[src/design/ipr_reset_state_init_cfg.svh]
/*
  Register map, field positions and reset values of the processor control
  register bank.
  Assumes: included by bare name from the design files; definitions only.
*/
`ifndef IPR_RESET_STATE_INIT_CFG_SVH
`define IPR_RESET_STATE_INIT_CFG_SVH

// ----------------------------------------------------------------------
// register byte offsets
// ----------------------------------------------------------------------
`define REG_ADDR_W       8
`define OFS_MEM_CTL      8'h00
`define OFS_BUS_INTERFACE_CONTROL      8'h04
`define OFS_IU_CTL       8'h08
`define OFS_CYC_CNT      8'h0C
`define OFS_CYC_CTL      8'h10
`define OFS_DTLB_FLUSH   8'h14
`define OFS_TLB_PSEL     8'h18
`define OFS_SERIAL_LINE_TRANSMIT      8'h1C
`define OFS_BUS_ERR_ADR  8'h20
`define OFS_BUS_ERR_STS  8'h24
`define OFS_DC_STS       8'h28
`define OFS_REFILL_ADR   8'h2C
`define OFS_REFILL_SYN   8'h30
`define OFS_BACKUP_CACHE_TAG_LATCH       8'h34
`define OFS_INIT_STS     8'h38
`define OFS_PERF_CNT     8'h3C

// ----------------------------------------------------------------------
// reset values and masks
// ----------------------------------------------------------------------
`define MEM_CTL_RST      32'h0000_0000
`define BUS_INTERFACE_CONTROL_RST      32'h0000_0000
`define IU_CTL_RST       32'h0000_0000
`define IU_KEEP_MASK     32'h0000_01FF
`define CYC_CTL_RST      32'h0000_0000
`define TLB_PSEL_RST     32'h0000_0000
`define SERIAL_LINE_TRANSMIT_RST      32'h0000_0000
`define WORD_ZERO        32'h0000_0000

// ----------------------------------------------------------------------
// field positions
// ----------------------------------------------------------------------
`define CYC_EN_BIT       0
`define TLB_LARGE_BIT    0
`define SL_PIN_BIT       0
`define STS_FLUSHED_BIT  0
`define STS_BUSLOCK_BIT  1
`define STS_DCLOCK_BIT   2
`define STS_PSEL_BIT     3

`endif

[src/design/ipr_reset_state_pkg.sv]
/*
  Shared types of the processor control register bank.
  Assumes: compiled before every design module that names it.
*/
package ipr_reset_state_pkg;

  // ----------------------------------------------------------------------
  // bus types
  // ----------------------------------------------------------------------
  typedef logic [31:0] word_t;   // one register word

  typedef enum logic [1:0] {
    RESP_OKAY   = 2'b00,
    RESP_SLVERR = 2'b10
  } resp_e;

endpackage

[src/design/reset_sync2.sv]
/*
  Two-stage synchroniser for the asynchronous active-low reset.
  Assumes: assertion is asynchronous, release lands on the clock.
*/
`timescale 1ns/1ps
module reset_sync2 (
  input  wire logic i_clk,      // core clock
  input  wire logic i_nrst,     // raw reset, active low
  input  wire logic i_clk_en,   // freeze while low
  output logic      o_nrst      // released copy
);
  // ----------------------------------------------------------------------
  // synchroniser
  // ----------------------------------------------------------------------
  logic meta_n_ff;  // first stage, read only by the second

  // release moves through both stages; assertion is immediate
  always_ff @(posedge i_clk or negedge i_nrst) begin
    if (!i_nrst) begin
      meta_n_ff <= 1'b0;
      o_nrst    <= 1'b0;
    end else if (i_clk_en) begin
      meta_n_ff <= 1'b1;
      o_nrst    <= meta_n_ff;
    end
  end
endmodule

[src/design/error_latch_bank.sv]
/*
  Lockable error capture latch: takes one snapshot, then holds it until
  software unlocks it.
  Assumes: capture and unlock come from logic on the same clock.
*/
`timescale 1ns/1ps
module error_latch_bank #(
  parameter int W = 64   // snapshot width
) (
  input  wire logic         i_clk,      // core clock
  input  wire logic         i_nrst,     // synchronised reset, active low
  input  wire logic         i_clk_en,   // freeze while low
  input  wire logic         i_capture,  // error event, one cycle
  input  wire logic [W-1:0] i_data,     // snapshot to take
  input  wire logic         i_unlock,   // software unlock, one cycle
  output logic      [W-1:0] o_data,     // held snapshot
  output logic              o_locked    // snapshot held
);
  // ----------------------------------------------------------------------
  // capture and lock
  // ----------------------------------------------------------------------
  logic take;  // snapshot accepted this cycle

  // a new error in the unlock cycle is taken and relocks
  assign take = i_capture && (!o_locked || i_unlock);

  // lock starts set: content is undefined until unlocked once
  always_ff @(posedge i_clk or negedge i_nrst) begin
    if (!i_nrst) begin
      o_locked <= 1'b1;
    end else if (i_clk_en) begin
      if (take) begin
        o_locked <= 1'b1;
      end else if (i_unlock) begin
        o_locked <= 1'b0;
      end
    end
  end

  // snapshot has no reset, only a capture loads it
  always_ff @(posedge i_clk) begin
    if (i_clk_en && take) begin
      o_data <= i_data;
    end
  end
endmodule

[src/design/ipr_reset_state_init.sv]
/*
  Processor control register bank with its reset state, reached over
  AXI4-Lite.
  Assumes: error and event inputs come from logic on i_core_clk; the bus
  master keeps one write and one read in flight at most.
*/

`timescale 1ns/1ps
`include "ipr_reset_state_init_cfg.svh"
module ipr_reset_state_init #(
  parameter int PERF_W = 16   // width of each performance counter
) (
  input  wire logic        i_core_clk,        // 250 MHz core clock
  input  wire logic        i_nrst,            // async reset, active low
  input  wire logic        i_clk_en,          // freeze all state while low
  // axi4-lite write address
  input  wire logic        s_axi_awvalid,
  output logic             s_axi_awready,
  input  wire logic [7:0]  s_axi_awaddr,
  // axi4-lite write data
  input  wire logic        s_axi_wvalid,
  output logic             s_axi_wready,
  input  wire logic [31:0] s_axi_wdata,
  input  wire logic [3:0]  s_axi_wstrb,
  // axi4-lite write response
  output logic             s_axi_bvalid,
  input  wire logic        s_axi_bready,
  output logic [1:0]       s_axi_bresp,
  // axi4-lite read address
  input  wire logic        s_axi_arvalid,
  output logic             s_axi_arready,
  input  wire logic [7:0]  s_axi_araddr,
  // axi4-lite read data
  output logic             s_axi_rvalid,
  input  wire logic        s_axi_rready,
  output logic [31:0]      s_axi_rdata,
  output logic [1:0]       s_axi_rresp,
  // error capture sources and performance events
  input  wire logic        i_bus_err,         // bus error event
  input  wire logic [31:0] i_bus_err_addr,    // failing address
  input  wire logic [31:0] i_bus_err_stat,    // failing status
  input  wire logic        i_fill_err,        // refill error event
  input  wire logic [31:0] i_data_cache_status,         // cache status
  input  wire logic [31:0] i_fill_addr,       // refill address
  input  wire logic [31:0] i_fill_syn,        // refill syndrome
  input  wire logic [31:0] i_backup_cache_tag_latch,          // backup cache tag
  input  wire logic [1:0]  i_perf_event,      // performance events
  // control outputs
  output logic [31:0]      o_memory_unit_control,
  output logic [31:0]      o_bus_interface_control,
  output logic [31:0]      o_instr_unit_control,
  output logic             o_tlb_large_page,  // page size select
  output logic             o_dtlb_flush,      // flush-all pulse
  output logic             o_serial_tx        // serial line pin
);
  // ----------------------------------------------------------------------
  // reset release
  // ----------------------------------------------------------------------
  logic rst_n;  // synchronised reset

  reset_sync2 u_rst (
    .i_clk    (i_core_clk),
    .i_nrst   (i_nrst),
    .i_clk_en (i_clk_en),
    .o_nrst   (rst_n)
  );

  // ----------------------------------------------------------------------
  // helper functions
  // ----------------------------------------------------------------------
  // byte-lane merge of a write into an old word
  function automatic logic [31:0] merge(input logic [31:0] old_w,
                                        input logic [31:0] dat,
                                        input logic [3:0]  strb);
    logic [31:0] res;
    res = old_w;
    for (int b = 0; b < 4; b++) begin
      if (strb[b]) begin
        res[8*b +: 8] = dat[8*b +: 8];
      end
    end
    return res;
  endfunction

  // any decoded register
  function automatic logic is_mapped(input logic [7:0] a);
    return (a[1:0] == 2'b00) && (a <= `OFS_PERF_CNT);
  endfunction

  // registers that accept writes
  function automatic logic is_writable(input logic [7:0] a);
    return (a[1:0] == 2'b00) && (a <= `OFS_SERIAL_LINE_TRANSMIT);
  endfunction

  // ----------------------------------------------------------------------
  // axi write channel
  // ----------------------------------------------------------------------
  logic [7:0]  waddr_ff;   // held write address
  logic [31:0] wdata_ff;   // held write data
  logic [3:0]  wstrb_ff;   // held strobes
  logic        aw_hs;      // address taken
  logic        w_hs;       // data taken
  logic        b_hs;       // response taken
  logic        wr_go;      // commit cycle

  assign aw_hs = s_axi_awvalid && s_axi_awready;
  assign w_hs  = s_axi_wvalid && s_axi_wready;
  assign b_hs  = s_axi_bvalid && s_axi_bready;
  // both halves held and no response pending
  assign wr_go = !s_axi_awready && !s_axi_wready && !s_axi_bvalid;

  // readiness drops on capture and returns with the response
  always_ff @(posedge i_core_clk or negedge rst_n) begin
    if (!rst_n) begin
      s_axi_awready <= 1'b1;
      s_axi_wready  <= 1'b1;
      s_axi_bvalid  <= 1'b0;
      s_axi_bresp   <= ipr_reset_state_pkg::RESP_OKAY;
    end else if (i_clk_en) begin
      if (aw_hs) begin
        s_axi_awready <= 1'b0;
      end
      if (w_hs) begin
        s_axi_wready <= 1'b0;
      end
      if (wr_go) begin
        s_axi_bvalid <= 1'b1;
        s_axi_bresp  <= is_writable(waddr_ff) ? ipr_reset_state_pkg::RESP_OKAY
                                              : ipr_reset_state_pkg::RESP_SLVERR;
      end else if (b_hs) begin
        s_axi_bvalid  <= 1'b0;
        s_axi_awready <= 1'b1;
        s_axi_wready  <= 1'b1;
      end
    end
  end

  // payload holding, no reset needed behind the handshake
  always_ff @(posedge i_core_clk) begin
    if (i_clk_en && aw_hs) begin
      waddr_ff <= s_axi_awaddr;
    end
    if (i_clk_en && w_hs) begin
      wdata_ff <= s_axi_wdata;
      wstrb_ff <= s_axi_wstrb;
    end
  end

  // write selects
  logic wsel_mem;    // memory unit control
  logic wsel_biu;    // bus interface control
  logic wsel_iu;     // instruction unit control
  logic wsel_cnt;    // cycle count value
  logic wsel_cctl;   // cycle count control
  logic wsel_flush;  // data tlb flush all
  logic wsel_psel;   // tlb page size select
  logic wsel_sl;     // serial line transmit

  assign wsel_mem   = wr_go && (waddr_ff == `OFS_MEM_CTL);
  assign wsel_biu   = wr_go && (waddr_ff == `OFS_BUS_INTERFACE_CONTROL);
  assign wsel_iu    = wr_go && (waddr_ff == `OFS_IU_CTL);
  assign wsel_cnt   = wr_go && (waddr_ff == `OFS_CYC_CNT);
  assign wsel_cctl  = wr_go && (waddr_ff == `OFS_CYC_CTL);
  assign wsel_flush = wr_go && (waddr_ff == `OFS_DTLB_FLUSH);
  assign wsel_psel  = wr_go && (waddr_ff == `OFS_TLB_PSEL);
  assign wsel_sl    = wr_go && (waddr_ff == `OFS_SERIAL_LINE_TRANSMIT);

  // ----------------------------------------------------------------------
  // control registers
  // ----------------------------------------------------------------------
  logic [31:0] nxt_mem;   // merged memory control
  logic [31:0] nxt_biu;   // merged bus interface control
  logic [31:0] nxt_iu;    // merged instruction unit control
  logic [31:0] iu_keep_ff;  // address space and counter select, kept
  logic [31:0] iu_clr_ff;   // cleared part
  logic [31:0] cctl_ff;   // cycle count control
  logic [31:0] psel_ff;   // page size select word
  logic [31:0] sl_ff;     // serial transmit word

  assign nxt_mem = merge(o_memory_unit_control, wdata_ff, wstrb_ff);
  assign nxt_biu = merge(o_bus_interface_control, wdata_ff, wstrb_ff);
  assign nxt_iu  = merge(o_instr_unit_control, wdata_ff, wstrb_ff);

  // all zero means write buffer on, every option and cache off
  always_ff @(posedge i_core_clk or negedge rst_n) begin
    if (!rst_n) begin
      o_memory_unit_control <= `MEM_CTL_RST;
    end else if (i_clk_en && wsel_mem) begin
      o_memory_unit_control <= nxt_mem;
    end
  end

  // all zero: backup cache off, parity mode, timing left for firmware
  always_ff @(posedge i_core_clk or negedge rst_n) begin
    if (!rst_n) begin
      o_bus_interface_control <= `BUS_INTERFACE_CONTROL_RST;
    end else if (i_clk_en && wsel_biu) begin
      o_bus_interface_control <= nxt_biu;
    end
  end

  // cleared fields: fp off, single issue, pipe on, prediction off
  always_ff @(posedge i_core_clk or negedge rst_n) begin
    if (!rst_n) begin
      iu_clr_ff <= `IU_CTL_RST;
    end else if (i_clk_en && wsel_iu) begin
      iu_clr_ff <= nxt_iu & ~`IU_KEEP_MASK;
    end
  end

  // kept fields survive reset; undefined at power-up
  always_ff @(posedge i_core_clk) begin
    if (i_clk_en && wsel_iu) begin
      iu_keep_ff <= nxt_iu & `IU_KEEP_MASK;
    end
  end

  assign o_instr_unit_control = iu_clr_ff | iu_keep_ff;

  // counter enable starts off; other control bits are scratch
  always_ff @(posedge i_core_clk or negedge rst_n) begin
    if (!rst_n) begin
      cctl_ff <= `CYC_CTL_RST;
    end else if (i_clk_en && wsel_cctl) begin
      cctl_ff <= merge(cctl_ff, wdata_ff, wstrb_ff);
    end
  end

  // page size and serial words, pins follow them
  always_ff @(posedge i_core_clk or negedge rst_n) begin
    if (!rst_n) begin
      psel_ff <= `TLB_PSEL_RST;
      sl_ff   <= `SERIAL_LINE_TRANSMIT_RST;
    end else if (i_clk_en) begin
      if (wsel_psel) begin
        psel_ff <= merge(psel_ff, wdata_ff, wstrb_ff);
      end
      if (wsel_sl) begin
        sl_ff <= merge(sl_ff, wdata_ff, wstrb_ff);
      end
    end
  end

  // page size and serial pins registered straight from the words, flush pulse from its write select
  always_ff @(posedge i_core_clk or negedge rst_n) begin
    if (!rst_n) begin
      o_tlb_large_page <= 1'b0;
      o_serial_tx      <= 1'b0;
      o_dtlb_flush     <= 1'b0;
    end else if (i_clk_en) begin
      o_tlb_large_page <= psel_ff[`TLB_LARGE_BIT];
      o_serial_tx      <= sl_ff[`SL_PIN_BIT];
      o_dtlb_flush     <= wsel_flush;
    end
  end

  // ----------------------------------------------------------------------
  // cycle counter
  // ----------------------------------------------------------------------
  logic [31:0] cnt_ff;  // count value, no reset

  // a software load wins over the increment
  always_ff @(posedge i_core_clk) begin
    if (i_clk_en) begin
      if (wsel_cnt) begin
        cnt_ff <= merge(cnt_ff, wdata_ff, wstrb_ff);
      end else if (cctl_ff[`CYC_EN_BIT]) begin
        cnt_ff <= cnt_ff + 32'h0000_0001;
      end
    end
  end

  // ----------------------------------------------------------------------
  // performance counters
  // ----------------------------------------------------------------------
  logic [PERF_W-1:0] perf_ff [2];  // two event counters

  // zeroed by reset, each counts its own event line
  for (genvar k = 0; k < 2; k++) begin : g_perf
    always_ff @(posedge i_core_clk or negedge rst_n) begin
      if (!rst_n) begin
        perf_ff[k] <= '0;
      end else if (i_clk_en && i_perf_event[k]) begin
        perf_ff[k] <= perf_ff[k] + PERF_W'(1);
      end
    end
  end

  // ----------------------------------------------------------------------
  // init progress flags
  // ----------------------------------------------------------------------
  logic flushed_ff;  // flush-all written since reset
  logic psel_set_ff; // page size written since reset

  // lets firmware and tests see that flush-all and page size have each been written since reset
  always_ff @(posedge i_core_clk or negedge rst_n) begin
    if (!rst_n) begin
      flushed_ff  <= 1'b0;
      psel_set_ff <= 1'b0;
    end else if (i_clk_en) begin
      flushed_ff  <= flushed_ff | wsel_flush;
      psel_set_ff <= psel_set_ff | wsel_psel;
    end
  end

  // ----------------------------------------------------------------------
  // error capture
  // ----------------------------------------------------------------------
  logic        ar_hs;       // read address taken
  logic [63:0] bus_snap;    // address, status
  logic [127:0] dc_snap;    // status, address, syndrome, tag
  logic        bus_locked;  // bus group locked
  logic        dc_locked;   // cache group locked
  logic        unlock_bus;  // status read unlocks
  logic        unlock_dc;   // status read unlocks

  assign ar_hs      = s_axi_arvalid && s_axi_arready;
  assign unlock_bus = ar_hs && (s_axi_araddr == `OFS_BUS_ERR_STS);
  assign unlock_dc  = ar_hs && (s_axi_araddr == `OFS_DC_STS);

  error_latch_bank #(.W(64)) u_bus_err (
    .i_clk     (i_core_clk),
    .i_nrst    (rst_n),
    .i_clk_en  (i_clk_en),
    .i_capture (i_bus_err),
    .i_data    ({i_bus_err_stat, i_bus_err_addr}),
    .i_unlock  (unlock_bus),
    .o_data    (bus_snap),
    .o_locked  (bus_locked)
  );

  error_latch_bank #(.W(128)) u_dc_err (
    .i_clk     (i_core_clk),
    .i_nrst    (rst_n),
    .i_clk_en  (i_clk_en),
    .i_capture (i_fill_err),
    .i_data    ({i_backup_cache_tag_latch, i_fill_syn, i_fill_addr, i_data_cache_status}),
    .i_unlock  (unlock_dc),
    .o_data    (dc_snap),
    .o_locked  (dc_locked)
  );

  // ----------------------------------------------------------------------
  // axi read channel
  // ----------------------------------------------------------------------
  logic [31:0] init_sts;  // progress and lock flags
  logic [31:0] rd_word;   // selected read data
  logic [7:0]  ra;        // read address alias

  assign ra = s_axi_araddr;
  assign init_sts = {28'h000_0000, psel_set_ff, dc_locked, bus_locked, flushed_ff};
  assign rd_word =
    (ra == `OFS_MEM_CTL)     ? o_memory_unit_control :
    (ra == `OFS_BUS_INTERFACE_CONTROL)     ? o_bus_interface_control :
    (ra == `OFS_IU_CTL)      ? o_instr_unit_control :
    (ra == `OFS_CYC_CNT)     ? cnt_ff :
    (ra == `OFS_CYC_CTL)     ? cctl_ff :
    (ra == `OFS_TLB_PSEL)    ? psel_ff :
    (ra == `OFS_SERIAL_LINE_TRANSMIT)     ? sl_ff :
    (ra == `OFS_BUS_ERR_ADR) ? bus_snap[31:0] :
    (ra == `OFS_BUS_ERR_STS) ? bus_snap[63:32] :
    (ra == `OFS_DC_STS)      ? dc_snap[31:0] :
    (ra == `OFS_REFILL_ADR)  ? dc_snap[63:32] :
    (ra == `OFS_REFILL_SYN)  ? dc_snap[95:64] :
    (ra == `OFS_BACKUP_CACHE_TAG_LATCH)      ? dc_snap[127:96] :
    (ra == `OFS_INIT_STS)    ? init_sts :
    (ra == `OFS_PERF_CNT)    ? {perf_ff[1], perf_ff[0]} :
                               `WORD_ZERO;

  // one read in flight; data is sampled on the address edge
  always_ff @(posedge i_core_clk or negedge rst_n) begin
    if (!rst_n) begin
      s_axi_arready <= 1'b1;
      s_axi_rvalid  <= 1'b0;
      s_axi_rdata   <= `WORD_ZERO;
      s_axi_rresp   <= ipr_reset_state_pkg::RESP_OKAY;
    end else if (i_clk_en) begin
      if (ar_hs) begin
        s_axi_arready <= 1'b0;
        s_axi_rvalid  <= 1'b1;
        s_axi_rdata   <= rd_word;
        s_axi_rresp   <= is_mapped(ra) ? ipr_reset_state_pkg::RESP_OKAY
                                       : ipr_reset_state_pkg::RESP_SLVERR;
      end else if (s_axi_rvalid && s_axi_rready) begin
        s_axi_rvalid  <= 1'b0;
        s_axi_arready <= 1'b1;
      end
    end
  end
endmodule

[config.mk]
export PLATFORM = sky130hd
export DESIGN_NAME = ipr_reset_state_init
export DESIGN_NICKNAME = d
export VERILOG_FILES = /design/src/design/ipr_reset_state_pkg.sv /design/src/design/reset_sync2.sv /design/src/design/error_latch_bank.sv /design/src/design/ipr_reset_state_init.sv
export VERILOG_INCLUDE_DIRS = /design/src /design/src/design
export SDC_FILE = /design/constraint.sdc
export NUM_CORES = 1
export LEC_CHECK = 0
export BUFFER_PORTS_ARGS = -buffer_cell sky130_fd_sc_hd__buf_2
export CAP_MARGIN = 40
export CORE_ASPECT_RATIO = 0.9
export CORE_MARGIN = 3
export CORE_UTILIZATION = 57
export CTS_CLUSTER_SIZE = 30
export DETAILED_ROUTE_END_ITERATION = 8
export PLACE_DENSITY = 0.8
export SLEW_MARGIN = 5
export SYNTH_ARGS = -nofsm -noshare
export SYNTH_HDL_FRONTEND = slang
export SYNTH_HIERARCHICAL = 1
export SYNTH_SLANG_ARGS = --single-unit
[constraint.sdc]
create_clock -name i_core_clk -period 9.29 [get_ports i_core_clk]
set_clock_uncertainty 0.15 [all_clocks]
set_input_delay 1.858 -clock i_core_clk [delete_from_list [all_inputs] [get_ports i_core_clk]]
set_output_delay 1.858 -clock i_core_clk [all_outputs]
set_load 0.01 [all_outputs]
==> results of run 1 <==
[final timing paths]
path                       cells past startpoint                                     to  slack [ns]
max in group asynchronous                      1  o_memory_unit_control[17]$_DFFE_PN0P_        7.36
hold reg to reg                                0            s_axi_rdata[11]$_DFFE_PN0P_        0.18
hold / removal                                 0            s_axi_rdata[11]$_DFFE_PN0P_        0.18
setup reg to reg                               7                    cnt_ff[3]$_DFFE_PP_        6.28
min in group i_core_clk                        1                perf_ff[15]$_DFFE_PN0P_        0.32
setup / recovery                               8         u_bus_err/o_data[25]$_DFFE_PP_        4.21
[final cells by class]
class                           instances  area [sq um]
Tap cell                              540           676
Timing Repair Buffer                  425          2260
Inverter                               11          41.3
Clock inverter                         17           174
Sequential cell                       540         14900
Clock buffer                           83          1630
Fill cell                            2917         12900
Multi-Input combinational cell       1172          8310
Antenna cell                            5          12.5
[power breakdown]
| group | total (mW) | switching [mW] | internal (mW) |
|---|---|---|---|
| sequential | 2.67 | 0.0839 | 2.59 |
| combinational | 0.294 | 0.164 | 0.130 |
| clock | 2.22 | 0.930 | 1.29 |
| total | 5.19 | 1.18 | 4.01 |
[cell usage after synthesis (20+ instances only)]
master,number
edfxtp_1,277
o221ai_1,42
nor2_1,99
dfrtp_1,258
clkbuf_1,42
a21oi_1,75
mux2_2,204
nand2_1,217
o22ai_1,55
xor2_1,20
buf_2,35
o21ai_0,77
mux2i_1,24
xnor2_1,40
nand3_1,33
[routing by layer]
metal | vias to the layer above | part of all wire, %
li1 | 7636 | -
met1 | 9082 | 37
met2 | 1336 | 46
met3 | 231 | 12
met4 | 0 | 4.7
met5 | - | 0
[state kept, by name, indices dropped and copies added (netlist names), 4 cells and up]
register                 flops
cctl_ff                     32
cnt_ff                      32
iu_clr_ff                   23
iu_keep_ff                   9
o_bus_interface_control     32
o_memory_unit_control       32
perf_ff                     32
psel_ff                     32
s_axi_rdata                 32
sl_ff                       32
u_bus_err/o_data            64
u_dc_err/o_data            128
waddr_ff                     8
wdata_ff                    32
wstrb_ff                     4
[metrics by stage]
stage	std cells	util, %	setup slack, ns	total power, mW
after global routing	2792	68.5	4.11	5.33
after CTS	2787	68.4	4.29	5.19
final	2793	68.5	4.21	5.19
after detailed placement	2687	64.0	3.63	3.00
after global placement	2680	63.8	3.63	2.99
after floorplan	1825	-	1.26	2.85
[critical path, stage by stage]
cell     delay, ns
buf_4         0.61
buf_4         0.51
buf_12        0.30
or4b_1        0.60
nor2_1        0.24
inv_1         0.10
a21oi_4       0.12
buf_4         0.72
[logic make-up (layout without fill, tap and decap cells)]
kind of cell | count (synthesis) | after routing | synth area share (%)
xor gates and xnor gates | 60 | 60 | 2.21
adders and majority gates | 3 | 3 | 0.158
AOI/OAI and AO/OA | 398 | 398 | 11.2
other | 1 | 7 | 0.0158
buffers and inverters | 113 | 536 | 2.38
muxes | 241 | 241 | 11.8
DFF | 540 | 540 | 62.8
and+or+nand+nor | 468 | 468 | 9.40
==> run metrics, run 1 <==
Yosys cell types 84; Seq/Total Area, Yosys 62.8%; Leak 12.1 nW; Min-Delay Path Class reg2async; Post-Syn Area 23700 sq um; commonest cells after routing, fill and taps aside buf_2 (393), edfxtp_1 (277), dfrtp_1 (257), nand2_1 (217), mux2_2 (204); Buffers on Ports 393; Layout Nets 2462; DR vias 18300; layout cell share with drive strength beyond 1 34.3%; DR iter-0 viols 2442; largest net degree at the start of global routing 172; Tightest Pin Transition 1.04 ns; die span in y 200 um; Slew Limit Headroom 30.5%; ys async rst share 48.7%; antenna-violating nets left 0; GR Overflow Total 0; Fin. Hold Viols 0; number of flops mapped to enable cells by yosys 277; Synth Flop Type edfxtp_1; most common cell after layout, fill and taps aside buf_2; max_cap viols 0; CP max FO 64; Die X 221 um; Final Cycle Share 54.7%; CP startpoint kind input pin; CTS tree built; Post-Syn Area per Cell 13.0 sq um; Yosys warnings 6; routed len/inst 28.1 um; Vias/cell 6.55; post-synth top area cell edfxtp_1; CTS Buf Count 53; CTS Hold Buffers Added 0; Total GRT Usage 34.8%; Initial DRT Pass Iterations 5; Clock Pin Slew Worst Setup and Hold Paths 0.07 ns; beginning of the critical path s_axi_araddr[2]; final instance area 28000 sq um; Root Buffer clkbuf_16; Setup TNS 0 ns; row count 70; met2 Usage GRT 54.9%; final hold slack 0.181 ns; IO Pins 396; H-tree depth 2; CP Capture Type flop; Final Max Tran Viols 0; status completed; maximum vdd drop 0.173 mV; core area 40900 sq um; Top Usage Layer GRT met2; routability cong. 0.993; Placed Area 26200 sq um; vias in the first global route 18000; global-route wire length before repair 114000 um; Setup CP Type in2reg; top cell type's share of synthesized area 35.0%; initial antenna violation count 4; Fmax 197 MHz; Skew-Pair Late Insertion Delay 0.61 ns; Final Critical Period 5.08 ns; area added between synthesis and finish 18.1%; die area 44100 sq um; reg2reg start s_axi_bvalid$_DFFE_PN0P_; PwrDens 185 nW/um^2; number of post-CTS setup repair buffers 0; Synth area leaders edfxtp_1 (35%), dfrtp_1 (27%), mux2_2 (9.7%), nand2_1 (3.4%), o21ai_0 (1.6%); hpwl dp 55800 um; setup violators final 0; DR DRC count 0; RSZ-0062 raised after global routing false; Yosys reg bits 540; Max clock buf depth 3; CP required 9.36 ns; CP Data Arrival Time 5.15 ns; post-CTS sizing 0; Initial Utilization 58.0%; WL final 78400 um; GR Util met1 46.7%; Cells after Synth 1824; Clock Sinks 540; met3 usage 8.31%
No activity file was read; power rests on OpenSTA's default activity.
==> run 2: changes to the inputs <==
--- a/config.mk
+++ b/config.mk
@@ -10,10 +10,10 @@
 export CAP_MARGIN = 40
 export CORE_ASPECT_RATIO = 0.9
 export CORE_MARGIN = 3
-export CORE_UTILIZATION = 57
+export CORE_UTILIZATION = 51
 export CTS_CLUSTER_SIZE = 30
 export DETAILED_ROUTE_END_ITERATION = 8
-export PLACE_DENSITY = 0.8
+export PLACE_DENSITY = 0.75
 export SLEW_MARGIN = 5
 export SYNTH_ARGS = -nofsm -noshare
 export SYNTH_HDL_FRONTEND = slang
==> constraint.sdc (replaced) <==
create_clock -name i_core_clk -period 4.5 [get_ports i_core_clk]
set_clock_uncertainty 0.15 [all_clocks]
set_input_delay 0.9 -clock i_core_clk [delete_from_list [all_inputs] [get_ports i_core_clk]]
set_output_delay 0.9 -clock i_core_clk [all_outputs]
set_load 0.01 [all_outputs]
==> run metrics, run 2 (synthesis results as in run 1) <==
Final Cycle Share 78.5%; WL final 82100 um; Final Critical Period 3.53 ns; post-CTS sizing 0; routed len/inst 28.5 um; Setup TNS 0 ns; H-tree depth 2; Clock Pin Slew Worst Setup and Hold Paths 0.07 ns; Die X 233 um; layout cell share with drive strength beyond 1 34.5%; maximum vdd drop 0.264 mV; status completed; global-route wire length before repair 119000 um; PwrDens 378 nW/um^2; Initial Utilization 52.0%; initial antenna violation count 5; area added between synthesis and finish 18.9%; Skew-Pair Late Insertion Delay 0.61 ns; hpwl dp 59900 um; die span in y 211 um; CP startpoint kind input pin; Tightest Pin Transition 0.910 ns; most common cell after layout, fill and taps aside buf_2; GR Util met1 45.3%; Top reg by flops u_dc_err/o_data; GR Overflow Total 0; setup violators final 0; number of post-CTS setup repair buffers 0; RSZ-0062 raised after global routing false; die area 49200 sq um; Clock Sinks 540; Buffers on Ports 393; IO Pins 396; CP Data Arrival Time 3.86 ns; DR DRC count 0; met2 Usage GRT 52.1%; Root Buffer clkbuf_16; final hold slack 0.278 ns; CTS Buf Count 54; CP Capture Type flop; max reg flops 128; Min-Delay Path Class reg2async; Fin. Hold Viols 0; row count 74; Layout Nets 2482; max_cap viols 0; Initial DRT Pass Iterations 6; DR iter-0 viols 2231; Total GRT Usage 33.1%; DR vias 18200; Setup CP Type in2reg; footprint of the multi-input gates 8320 sq um; Final Max Tran Viols 0; biggest regs u_dc_err/o_data (128), u_bus_err/o_data (64); Max clock buf depth 3; vias in the first global route 18200; CTS Hold Buffers Added 1; Vias/cell 6.31; placed cell count 2774; Leak 12.1 nW; beginning of the critical path s_axi_araddr[2]; met3 usage 6.51%; largest net degree at the start of global routing 129; Fmax 283 MHz; Slew Limit Headroom 39.3%; reg2reg start s_axi_bvalid$_DFFE_PN0P_; Reg area 14900 sq um; antenna-violating nets left 0; CP required 4.83 ns; Fillers 3575; commonest cells after routing, fill and taps aside buf_2 (391), edfxtp_1 (277), dfrtp_1 (257), nand2_1 (217), mux2_2 (204); core area 45600 sq um; Top Usage Layer GRT met2; CTS tree built; CP max FO 43; routability cong. 0.988; Finished Layout Cells 2880
## run 2: routing by layer
| metal | vias to the layer above | routed length [um] |
|---|---|---|
| met5 | - | 0 |
| met4 | 0 | 3930 |
| met3 | 209 | 8150 |
| met2 | 1127 | 38300 |
| met1 | 9152 | 31800 |
| li1 | 7685 | - |
## run 2: critical path, stage by stage
cell	delay (ns)
buf_4	0.50
buf_4	0.45
nand2b_1	0.70
inv_1	0.09
a22oi_1	0.37
o2bb2ai_1	0.14
a2111oi_0	0.35
buf_1	0.21
o22ai_1	0.11
## run 2: final timing paths
path | depth (start not counted) | slack [ns] | endpoint
worst max-delay path | 9 | 0.97 | s_axi_rdata[30]$_DFFE_PN0P_
worst min-delay path | 0 | 0.28 | s_axi_rdata[8]$_DFFE_PN0P_
worst max register to register | 6 | 1.57 | sl_ff[19]$_DFFE_PN0P_
worst min register to register | 0 | 0.28 | s_axi_rdata[8]$_DFFE_PN0P_
max in group asynchronous | 1 | 2.94 | o_memory_unit_control[18]$_DFFE_PN0P_
min in group i_core_clk | 1 | 0.30 | wdata_ff[10]$_DFFE_PP_
## run 2: layout make-up
| class | instances | share of cell area (%) |
|---|---|---|
| Sequential cell | 540 | 52.8 |
| Multi-Input combinational cell | 1172 | 29.5 |
| Timing Repair Buffer | 444 | 8.56 |
| Clock buffer | 74 | 5.27 |
| Tap cell | 608 | 2.70 |
| Clock inverter | 27 | 0.967 |
| Inverter | 11 | 0.146 |
| Antenna cell | 4 | 0.0355 |
## run 2: metrics by stage
step	total power [mW]	setup WS (ns)	cell area, sq um	util, %
2_1_floorplan	5.88	-0.195	23800	-
3_3_place_gp	6.18	0.211	26400	57.9
3_5_place_dp	6.21	0.558	26400	57.9
4_1_cts	10.7	1.20	28200	61.8
5_1_grt	11.0	0.920	28200	61.8
6_report	10.7	0.966	28200	61.8
## run 2: where the power goes
| part | total, mW | internal, mW | switching, mW | leakage [nW] |
|---|---|---|---|---|
| clock network | 4.53 | 2.60 | 1.92 | 0.857 |
| logic | 0.615 | 0.271 | 0.344 | 5.13 |
| registers | 5.52 | 5.34 | 0.174 | 6.17 |
